### src/verilog/bpd_pkg.sv
package bpd_pkg;
    // register byte offsets
    localparam logic [7:0] BPD_OFF_CCPCON = 8'h00;
    localparam logic [7:0] BPD_OFF_SHDN = 8'h04;
    localparam logic [7:0] BPD_OFF_PWMCON = 8'h08;
    localparam logic [7:0] BPD_OFF_MISC = 8'h0c;
    localparam logic [7:0] BPD_OFF_STAT = 8'h10;
    // capture_compare_control fields
    localparam int BPD_DIR_BIT = 7;
    localparam int BPD_CFG_LO = 6;
    localparam int BPD_MODE_HI = 3;
    localparam int BPD_MODE_LO = 2;
    localparam int BPD_POL_AC = 1;
    localparam int BPD_POL_BD = 0;
    // auto_shutdown_control fields
    localparam int BPD_ASE_BIT = 7;
    localparam int BPD_SRC_HI = 6;
    localparam int BPD_SRC_LO = 4;
    localparam int BPD_SAC_HI = 3;
    localparam int BPD_SAC_LO = 2;
    localparam int BPD_SBD_HI = 1;
    localparam int BPD_SBD_LO = 0;
    // pwm_control_register and misc fields
    localparam int BPD_RST_BIT = 7;
    localparam int BPD_SYNC_BIT = 4;
    localparam int BPD_DRV_HI = 3;
    // reset values and field codes
    localparam logic [7:0] BPD_CCPCON_RST = 8'h00;
    localparam logic [7:0] BPD_SHDN_RST = 8'h00;
    localparam logic [7:0] BPD_PWMCON_RST = 8'h00;
    localparam logic [4:0] BPD_MISC_RST = 5'h00;
    localparam logic [1:0] BPD_MODE_PWM = 2'h3;
    localparam logic [1:0] BPD_SS_LOW = 2'h0;
    localparam logic [1:0] BPD_SS_HIGH = 2'h1;

    typedef enum logic [3:0] {
        BPD_CFG_SINGLE = 4'b0001,
        BPD_CFG_FWD = 4'b0010,
        BPD_CFG_HALF = 4'b0100,
        BPD_CFG_REV = 4'b1000
    } bpd_cfg_t;
endpackage : bpd_pkg

### src/verilog/bpd_bridge.sv
`timescale 1ns/1ps
// How it works
// - full-bridge direction comes from direction bit, applied from next pwm cycle
// - on direction change blank modulated pins, swap unmodulated early, resume next period
// - early swap leads period end by prescale oscillator periods (timer match window)
// - no dead-band in full-bridge; only one output ever modulated
// - pair a/c and pair b/d polarity chosen by polarity field bits 1 and 0
// - period timer flag set as each pwm period begins
// - source select bits 6-4 pick comparator one, two, interrupt pin low combinations
// - software writing one to shutdown status acts as a shutdown event
// - shutdown status set on event, zero normally, held until cleared or restart
// - enabled pins forced to shutdown state asynchronously, no clock needed
// - pair a/c state bits 3-2: 00 low, 01 high, 1x high impedance
// - pair b/d state bits 1-0: 00 low, 01 high, 1x high impedance
// - shutdown is level sensitive, held while any selected source asserted
// - software writes to shutdown status ignored while condition asserted
// - after restart output resumes only at start of next pwm period
// - with auto restart, status held during condition, cleared by hardware after
// - with comparator two sync on, comparator two shutdown waits for timer-one tick
// - auto restart enable is control bit 7; off means software clears status
// - forward: a active, d modulated; reverse: c active, b modulated
module bpd_bridge (
    // clock and reset
    input wire logic pclk,
    input wire logic presetn,
    // apb slave
    input wire logic psel,
    input wire logic penable,
    input wire logic pwrite,
    input wire logic [7:0] paddr,
    input wire logic [31:0] pwdata,
    output logic [31:0] prdata,
    output logic pready,
    output logic pslverr,
    // pwm core, same clock
    input wire logic pwm_mod,
    input wire logic timer_match,
    input wire logic t1_tick,
    // shutdown sources, asynchronous
    input wire logic int_pin_n,
    input wire logic comparator_one,
    input wire logic comparator_two,
    // bridge pins
    output logic [3:0] pin_out,
    output logic [3:0] pin_oe,
    output logic period_timer_flag
);
    import bpd_pkg::*;

    logic [7:0] ccp_q;
    logic [7:0] shdn_q;
    logic [7:0] pwmcon_q;
    logic [4:0] misc_q;
    logic [31:0] rdata_q;
    logic rdy_q;
    logic err_q;
    logic flag_q;
    logic match_q;
    logic dir_q;
    logic swap_q;
    logic blank_q;
    logic run_q;
    logic wait_q;
    logic two_lat_q;
    logic [3:0] act_q;
    logic [2:0] s1_q;
    logic [2:0] s2_q;
    logic [3:0] act_d;

    // apb decode
    wire setup = psel & ~penable;
    wire wr = psel & penable & pwrite & rdy_q;
    wire hit_ccp = paddr == BPD_OFF_CCPCON;
    wire hit_shdn = paddr == BPD_OFF_SHDN;
    wire hit_pwm = paddr == BPD_OFF_PWMCON;
    wire hit_misc = paddr == BPD_OFF_MISC;
    wire hit_stat = paddr == BPD_OFF_STAT;
    wire mapped = hit_ccp | hit_shdn | hit_pwm | hit_misc | hit_stat;
    wire [31:0] rmux = hit_ccp ? {24'h000000, ccp_q} :
                       hit_shdn ? {24'h000000, shdn_q} :
                       hit_pwm ? {24'h000000, pwmcon_q} :
                       hit_misc ? {27'h0, misc_q} :
                       hit_stat ? {31'h0, flag_q} : 32'h00000000;

    // period boundary: match window is the last timer count, prescale clocks long
    wire period_start = match_q & ~timer_match;
    wire early = timer_match & ~match_q;

    // configuration decode
    wire [1:0] cfg_raw = {ccp_q[BPD_DIR_BIT], ccp_q[BPD_CFG_LO]};
    wire pwm_on = ccp_q[BPD_MODE_HI:BPD_MODE_LO] == BPD_MODE_PWM;
    wire full = ccp_q[BPD_CFG_LO];
    wire new_dir = ccp_q[BPD_DIR_BIT];
    wire pend = full & (new_dir != dir_q);
    wire [1:0] cfg_eff = full ? {dir_q, 1'b1} : cfg_raw;
    wire bpd_cfg_t cfg = bpd_cfg_t'(4'b0001 << cfg_eff);
    wire unmod_dir = swap_q ? new_dir : dir_q;
    wire [3:0] pol = {ccp_q[BPD_POL_BD], ccp_q[BPD_POL_AC],
                      ccp_q[BPD_POL_BD], ccp_q[BPD_POL_AC]};

    // shutdown sources; comparator two optionally waits for timer-one tick
    wire two_eff = misc_q[BPD_SYNC_BIT] ? two_lat_q : comparator_two;
    wire [2:0] sel = shdn_q[BPD_SRC_HI:BPD_SRC_LO];
    wire src_async = (sel[0] & comparator_one) | (sel[1] & two_eff)
                   | (sel[2] & ~int_pin_n);
    wire two_sync = misc_q[BPD_SYNC_BIT] ? two_lat_q : s2_q[1];
    wire src_sync = (sel[0] & s2_q[0]) | (sel[1] & two_sync)
                  | (sel[2] & ~s2_q[2]);
    wire ase = shdn_q[BPD_ASE_BIT];
    wire sw_set = wr & hit_shdn & pwdata[BPD_ASE_BIT];
    wire sw_clr = wr & hit_shdn & ~pwdata[BPD_ASE_BIT] & ~src_sync;
    wire auto_clr = pwmcon_q[BPD_RST_BIT] & ~src_sync;
    wire ase_d = src_sync | sw_set | (ase & ~sw_clr & ~auto_clr);
    // raw source forces pins with no clock edge involved
    wire force_sd = src_async | ase | wait_q;
    wire [1:0] sac = shdn_q[BPD_SAC_HI:BPD_SAC_LO];
    wire [1:0] sbd = shdn_q[BPD_SBD_HI:BPD_SBD_LO];
    wire [3:0] sd_val = {sbd == BPD_SS_HIGH, sac == BPD_SS_HIGH,
                         sbd == BPD_SS_HIGH, sac == BPD_SS_HIGH};
    wire [3:0] sd_hiz = {sbd[1], sac[1], sbd[1], sac[1]};
    wire [3:0] drv = misc_q[BPD_DRV_HI:0];
    wire [3:0] pin_reg = act_q ^ pol;

    // combinational override is the price of an asynchronous shutdown
    assign pin_out = force_sd ? sd_val : pin_reg;
    assign pin_oe = force_sd ? (drv & ~sd_hiz) : drv;
    assign prdata = rdata_q;
    assign pready = rdy_q;
    assign pslverr = err_q;
    assign period_timer_flag = flag_q;

    // active-level pattern, index {d,c,b,a}
    always_comb
    begin
        act_d = 4'h0;
        case (cfg)
            BPD_CFG_SINGLE: act_d = {3'h0, pwm_mod};
            BPD_CFG_HALF: act_d = {2'h0, ~pwm_mod, pwm_mod};
            BPD_CFG_FWD, BPD_CFG_REV:
            begin
                // one modulated pin only, so no dead-band is inserted
                act_d[0] = ~unmod_dir;
                act_d[2] = unmod_dir;
                act_d[3] = ~dir_q & pwm_mod & ~blank_q;
                act_d[1] = dir_q & pwm_mod & ~blank_q;
            end
            default: act_d = 4'h0;
        endcase
        if (!run_q)
        begin
            act_d = 4'h0;
        end
    end

    always_ff @(posedge pclk or negedge presetn)
    begin
        if (!presetn)
        begin
            rdy_q <= 1'b0;
            err_q <= 1'b0;
            rdata_q <= 32'h00000000;
        end
        else
        begin
            rdy_q <= setup;
            err_q <= setup & ~mapped;
            rdata_q <= setup ? rmux : rdata_q;
        end
    end

    always_ff @(posedge pclk or negedge presetn)
    begin
        if (!presetn)
        begin
            ccp_q <= BPD_CCPCON_RST;
            pwmcon_q <= BPD_PWMCON_RST;
            misc_q <= BPD_MISC_RST;
            shdn_q <= BPD_SHDN_RST;
        end
        else
        begin
            ccp_q <= (wr & hit_ccp) ? pwdata[7:0] : ccp_q;
            pwmcon_q <= (wr & hit_pwm) ? pwdata[7:0] : pwmcon_q;
            misc_q <= (wr & hit_misc) ? pwdata[4:0] : misc_q;
            shdn_q[6:0] <= (wr & hit_shdn) ? pwdata[6:0] : shdn_q[6:0];
            shdn_q[BPD_ASE_BIT] <= ase_d;
        end
    end

    // synchronisers: stage one feeds stage two only
    always_ff @(posedge pclk or negedge presetn)
    begin
        if (!presetn)
        begin
            s1_q <= 3'h4;
            s2_q <= 3'h4;
            two_lat_q <= 1'b0;
        end
        else
        begin
            s1_q <= {int_pin_n, comparator_two, comparator_one};
            s2_q <= s1_q;
            two_lat_q <= t1_tick ? s2_q[1] : two_lat_q;
        end
    end

    always_ff @(posedge pclk or negedge presetn)
    begin
        if (!presetn)
        begin
            match_q <= 1'b0;
            flag_q <= 1'b0;
            dir_q <= 1'b0;
            swap_q <= 1'b0;
            blank_q <= 1'b0;
            run_q <= 1'b0;
            wait_q <= 1'b0;
            act_q <= 4'h0;
        end
        else
        begin
            match_q <= timer_match;
            // set beats a same-cycle clear
            flag_q <= period_start | (flag_q & ~(wr & hit_stat & pwdata[0]));
            dir_q <= period_start ? new_dir : dir_q;
            swap_q <= ~period_start & (swap_q | (pend & (early | timer_match)));
            blank_q <= ~period_start & (blank_q | (pend & (early | timer_match)));
            run_q <= pwm_on & (run_q | period_start);
            wait_q <= ase_d | (wait_q & ~period_start);
            act_q <= act_d;
        end
    end
endmodule : bpd_bridge

### config.mk
export PLATFORM = sky130hd
export DESIGN_NAME = bpd_bridge
export DESIGN_NICKNAME = d
export VERILOG_FILES = /design/src/verilog/bpd_pkg.sv /design/src/verilog/bpd_bridge.sv
export SDC_FILE = /design/constraint.sdc
export NUM_CORES = 1
export LEC_CHECK = 0
export ABC_CLOCK_PERIOD_IN_PS = 2300
export BUFFER_PORTS_ARGS = -buffer_cell sky130_fd_sc_hd__buf_2
export CAP_MARGIN = 10
export CORE_MARGIN = 4
export CORE_UTILIZATION = 30
export DETAILED_ROUTE_END_ITERATION = 10
export GPL_TIMING_DRIVEN = 0
export SLEW_MARGIN = 20
export SYNTH_ARGS = -nofsm -noshare
export SYNTH_HDL_FRONTEND = slang
export SYNTH_SLANG_ARGS = --single-unit
export TNS_END_PERCENT = 1
### constraint.sdc
create_clock -name pclk -period 2.3 [get_ports pclk]
set_input_delay 0.345 -clock pclk [delete_from_list [all_inputs] [get_ports pclk]]
set_output_delay 0.345 -clock pclk [all_outputs]
set_load 0.01 [all_outputs]
# After elaboration in Yosys (flattened, before gate mapping)
# Cells that the tools add are included.
dict set report word_totals {
  register_bits 81
  elab_cells 120
  inputBits 51
}
dict set report classes {
  shifts 1
  muxes 13
  eq_ne 12
  bitwise_logic 73
  reduce_logical 2
}
# operator n
set ops {}
lappend ops {{AND 1 bit} 36}
lappend ops {{2-to-1 mux 8 bit} 3}
lappend ops {{OR 1 bit} 18}
lappend ops {{== test 8 x 4 -> 1 bit (second input constant)} 2}
lappend ops {{NOT 1 bit} 16}
lappend ops {{2-to-1 mux 4 bit} 3}
lappend ops {{one-hot mux 4 bit (3 select lines)} 1}
lappend ops {{== test 8 x 3 -> 1 bit (second input constant)} 1}
lappend ops {{== test 8 x 5 -> 1 bit (second input constant)} 1}
lappend ops {{logical NOT 8 bit} 1}
lappend ops {{2-to-1 mux 5 bit} 1}
lappend ops {{AND 4 bit} 1}
lappend ops {{== test 2 x 1 -> 1 bit (second input constant)} 2}
lappend ops {{== test 4 x 1 -> 1 bit (second input constant)} 1}
lappend ops {{== test 4 x 2 -> 1 bit (second input constant)} 1}
lappend ops {{== test 4 x 3 -> 1 bit (second input constant)} 1}
lappend ops {{== test 4 bit (second input constant)} 1}
lappend ops {{2-to-1 mux 1 bit} 4}
lappend ops {{NOT 4 bit} 1}
lappend ops {{left shift 1 x 2 -> 4 bit (first input constant)} 1}
lappend ops {{XOR 4 bit} 1}
lappend ops {{== test 2 bit (second input constant)} 1}
lappend ops {{2-to-1 mux 2 bit} 1}
lappend ops {{OR reduction 2 bit} 1}
lappend ops {{!= test 1 bit} 1}

# Logic depth before layout (Yosys ltp)
dict set report depth {
  ltp_word 11
  mapped_depth 6
}

# Least setup slack after synthesis
# No wires, ideal clock.
dict set report synth_timing {
  path_type {input -> register}
  startpoint {input port paddr[7]}
  endpoint {register pwmcon_q[0]}
  required_ns 2.175
  path_stages 6
  n_path_buf 2
  path_slack_ns 0.325
  t_arrival_ns 1.850
  cell_sequence {or4_1 > clkbuf_2 > and3b_2 > and3b_1 > buf_6 > mux2_2}
}
dict set report synth_between {
  elab_chain_cells 2
}
# element line
set synth_lines {}
lappend synth_lines {{from (decl)} bpd_bridge.sv:30} ;# input wire logic [7:0] paddr,
lappend synth_lines {{== test 8 x 4 -> 1 bit} bpd_bridge.sv:75} ;# wire hit_pwm = paddr == BPD_OFF_PWMCON;
lappend synth_lines {{AND 1 bit} bpd_bridge.sv:183} ;# pwmcon_q <= (wr & hit_pwm) ? pwdata[7:0] : pwmcon_q;
lappend synth_lines {{to (signal assigned)} bpd_bridge.sv:183}
lappend synth_lines {{to (decl)} bpd_bridge.sv:52} ;# logic [7:0] pwmcon_q;
# No other way between the ends.
# A chain may end at the register's enable or synchronous reset.

# Final worst setup path
dict set report layout_timing {
  startpoint {register misc_q[4]}
  endpoint {output port pin_oe[2]}
}
dict set report layout_between {
  elab_chain_cells 7
}
# element line
set layout_lines {}
lappend layout_lines {{from (decl)} bpd_bridge.sv:53} ;# logic [4:0] misc_q;
lappend layout_lines {{from (signal assigned)} bpd_bridge.sv:184} ;# misc_q <= (wr & hit_misc) ? pwdata[4:0] : misc_q;
lappend layout_lines {{2-to-1 mux 1 bit} bpd_bridge.sv:102} ;# wire two_eff = misc_q[BPD_SYNC_BIT] ? two_lat_q : comparator_two;
lappend layout_lines {{AND 1 bit} bpd_bridge.sv:104} ;# wire src_async = (sel[0] & comparator_one) | (sel[1] & two_eff)
lappend layout_lines {{OR 1 bit} bpd_bridge.sv:104}
lappend layout_lines {{OR 1 bit} bpd_bridge.sv:105} ;# | (sel[2] & ~int_pin_n);
lappend layout_lines {{OR 1 bit (2 in series)} bpd_bridge.sv:115} ;# wire force_sd = src_async | ase | wait_q;
lappend layout_lines {{2-to-1 mux 4 bit} bpd_bridge.sv:126} ;# assign pin_oe = force_sd ? (drv & ~sd_hiz) : drv;
lappend layout_lines {{to (decl)} bpd_bridge.sv:45} ;# output logic [3:0] pin_oe,
# No other way between the ends.

==> results.json <==
{
  "syn_avg_cell_area_um2": 11.8,
  "fin_crit_sh_pct": 89.9,
  "grt_pass1_vias": 1756,
  "ant_nets": 0,
  "dieArea_um2": 10700,
  "p_int_mw": 1.71,
  "cts.sinks": 57,
  "fp.dieW_um": 103,
  "finalSetupViolCount": 0,
  "synthFlopType": "dfrtp_1",
  "drc": 0,
  "holdBufCountCts": 0,
  "endpoint_kind": "output port",
  "tightest_slew_ns": 0.720,
  "htreeDepth": 3,
  "setup_tns_ns": 0,
  "crit_type": "flip-flop to output port",
  "p_clk_share_pct": 43.4,
  "coreArea_um2": 8760,
  "worstRegToRegCells": 5,
  "rows": 34,
  "synth_edf_count": 0,
  "port_buffers": 45,
  "p_sw_mw": 0.516,
  "period_minus_slack_ns": 2.07,
  "fin_skew_ns": 0.00785,
  "hp-class": "input port to async pin",
  "clockRootBuffer": "clkbuf_8",
  "power_frac_seq_pct": 47.4,
  "clk_path_buf_depth": 2,
  "leakage_nw": 1.74,
  "rrSetupSlack_ns": 0.62,
  "tritoncts": "yes",
  "r2r_start": "pready",
  "relSlewSlack_pct": 52.0,
  "maxCapViolCount": 0,
  "layout.nets": 360,
  "placed_cells": 406,
  "overflow": 0,
  "cts_made_buffers": 9,
  "place_ws_ns": 0.101,
  "via_count": 1883,
  "maxSlewViolCount": 0,
  "worstPathRequired_ns": 1.96,
  "vdd_drop_max_mv": 0.310,
  "clk_latency_ns": 0.33,
  "synth_cell_types": 43,
  "power_mw": 2.22,
  "die_y_um": 103,
  "yosys_register_bits": 57,
  "swShare_pct": 23.2,
  "combPwrFrac_pct": 9.2,
  "status": "finished, final reports clean",
  "p_per_area_nw_per_um2": 656,
  "r2r_end": "pwmcon_q[5]",
  "diodes": 0,
  "ff_latch_area_um2": 1430,
  "postSynthCellCount": 230,
  "cp-startpoint": "misc_q[4]",
  "crit_end": "pin_oe[2]",
  "post_drt_via_cell_ratio": 4.46,
  "grt_pass1_wl_mm": 8.96,
  "drive_gt1_share_pct": 40.8,
  "antenna_found_initial": 0,
  "syn_to_final_growth_pct": 24.3,
  "yosysWarnings": 0,
  "fin_ws_ns": 0.233,
  "dr.pass1.iters": 4,
  "seq_area_frac_synth_pct": 52.5,
  "hold_viol_final": 0,
  "fin_cells": 422,
  "postLayoutCoreUtil_pct": 38.6,
  "wl_per_cell_um": 13.8,
  "max_freq_ghz": 0.484,
  "drt-initial-drc-count": 87,
  "async_reset_ff_share_pct": 100,
  "gp_congestion": 0.805,
  "critPathArrivalTime_ns": 1.72,
  "crit_fanout": 8,
  "syn_area_um2": 2720,
  "multi_input_area_um2": 1150,
  "start_util_pct": 31.1,
  "rsz0062_at_grt": "false",
  "grt_use_total_pct": 11.3,
  "nFillCells": 883,
  "place.detailed.hpwl_mm": 4.37,
  "startpoint_type": "flip-flop",
  "clkSlewWorstSetupHoldPaths_ns": 0.06,
  "grt_max_degree": 58,
  "routed_wl_mm": 5.82,
  "pin_count": 94
}
final cells by class:
type | instances | area share [%]
plain buffers | 29 | 6.24
clock buffers | 14 | 5.10
clock inverters | 2 | 1.03
inverters | 6 | 0.665
multi-input cells | 161 | 34.1
flip-flops and latches | 57 | 42.2
well taps | 108 | 3.99
repair buffers | 45 | 6.72
cell usage after synthesis (3+ instances only):
library cell	count	area share [%]
a21oi_1	4	0.73
nand2_1	24	3.3
nor2b_1	5	1.1
buf_4	25	6.9
mux2i_1	7	2.6
xnor2_1	4	1.3
o21ai_0	11	2.0
and2_1	5	1.1
nor3_1	3	0.55
nor2_1	8	1.1
nand3_1	6	1.1
mux2_2	30	12
nand3b_1	3	0.83
mux4_2	4	3.3
dfrtp_1	55	51
inv_1	5	0.69
how the worst min path moves through the flow:
stage,from,to,slack [ns],cells past startpoint
5_1_grt,int_pin_n,s1_q[2],0.12,1
4_1_cts,presetn,period_timer_flag,0.09,1
6_report,presetn,two_lat_q,0.08,1
3_5_place_dp,s1_q[0],s2_q[0],0.33,0
2_1_floorplan,presetn,act_q[0],0.05,0
3_3_place_gp,s1_q[0],s2_q[0],0.33,0
power groups by stage:
stage	clock [mW]	sequential [mW]	combinational (mW)
after floorplan	0	1.07	0.118
after global placement	0	1.07	0.198
after detailed placement	0	1.07	0.201
after CTS	0.990	1.05	0.207
after global routing	1.03	1.05	0.231
final	0.964	1.05	0.205
per-stage QoR:
stage / cell area [µm²] / hold slack [ns]
after floorplan: 2810 / 0.0494
after global placement: 3170 / 0.333
after detailed placement: 3170 / 0.335
after CTS: 3390 / 0.0913
after global routing: 3390 / 0.124
final: 3390 / 0.0772
cells in the final DEF, fill, tap and decap left out, types with 2 or more instances in the layout:
cell | synthesis | final
clkbuf_1 | 2 | 4
nand2_1 | 24 | 24
o21ai_0 | 11 | 11
nor3_1 | 3 | 3
dfstp_2 | 2 | 2
conb_1 | 1 | 24
a21oi_1 | 4 | 4
mux2_2 | 30 | 30
nor2_1 | 8 | 8
buf_4 | 25 | 26
dfrtp_1 | 55 | 55
buf_2 | 0 | 44
xnor2_1 | 4 | 4
nand2b_1 | 2 | 2
and2_1 | 5 | 5
mux4_2 | 4 | 4
nand3_1 | 6 | 6
inv_1 | 5 | 5
nor2b_1 | 5 | 5
nand3b_1 | 3 | 3
mux2i_1 | 7 | 7
clkbuf_8 | 0 | 12
routing by layer:
layer / up-vias / part of all wire, % / GRT usage (%)
met4: 0 / 2.3 / 5.78
li1: 917 / - / -
met2: 57 / 46 / 17.4
met1: 901 / 44 / 14.7
met3: 8 / 7.1 / 3.02
met5: - / 0 / 0
sequential cells by signal, indices dropped and copies added (netlist names), 3 cells and up:
register / flops
ccp_q: 8
prdata: 8
pwmcon_q: 8
shdn_q: 8
misc_q: 5
act_q: 4
s1_q: 3
s2_q: 3
critical path, cell delays in order, from the launching register on:
cell,delay (ns)
dfrtp_1,0.43
mux2i_1,0.16
o221ai_2,0.36
nand2_1,0.14
and2_1,0.18
buf_2,0.13
kinds of logic (layout without fill, tap and decap cells):
group | count (synthesis) | in the layout | share of synthesized area (%)
compound gates | 25 | 25 | 5.97
xor+xnor | 5 | 5 | 1.61
buf+inv | 35 | 96 | 8.59
flops | 57 | 57 | 52.5
mux | 41 | 41 | 18.3
other cells | 1 | 24 | 0.138
simple gates | 66 | 66 | 13.0
timing repair:
| item | 4_1_cts | 5_1_grt |
|---|---|---|
| setup endpoints to repair | 3 | 0 |
| setup buffers | 0 | 0 |
| resized for setup | 1 | 0 |
No activity file was read; power rests on OpenSTA's default activity.
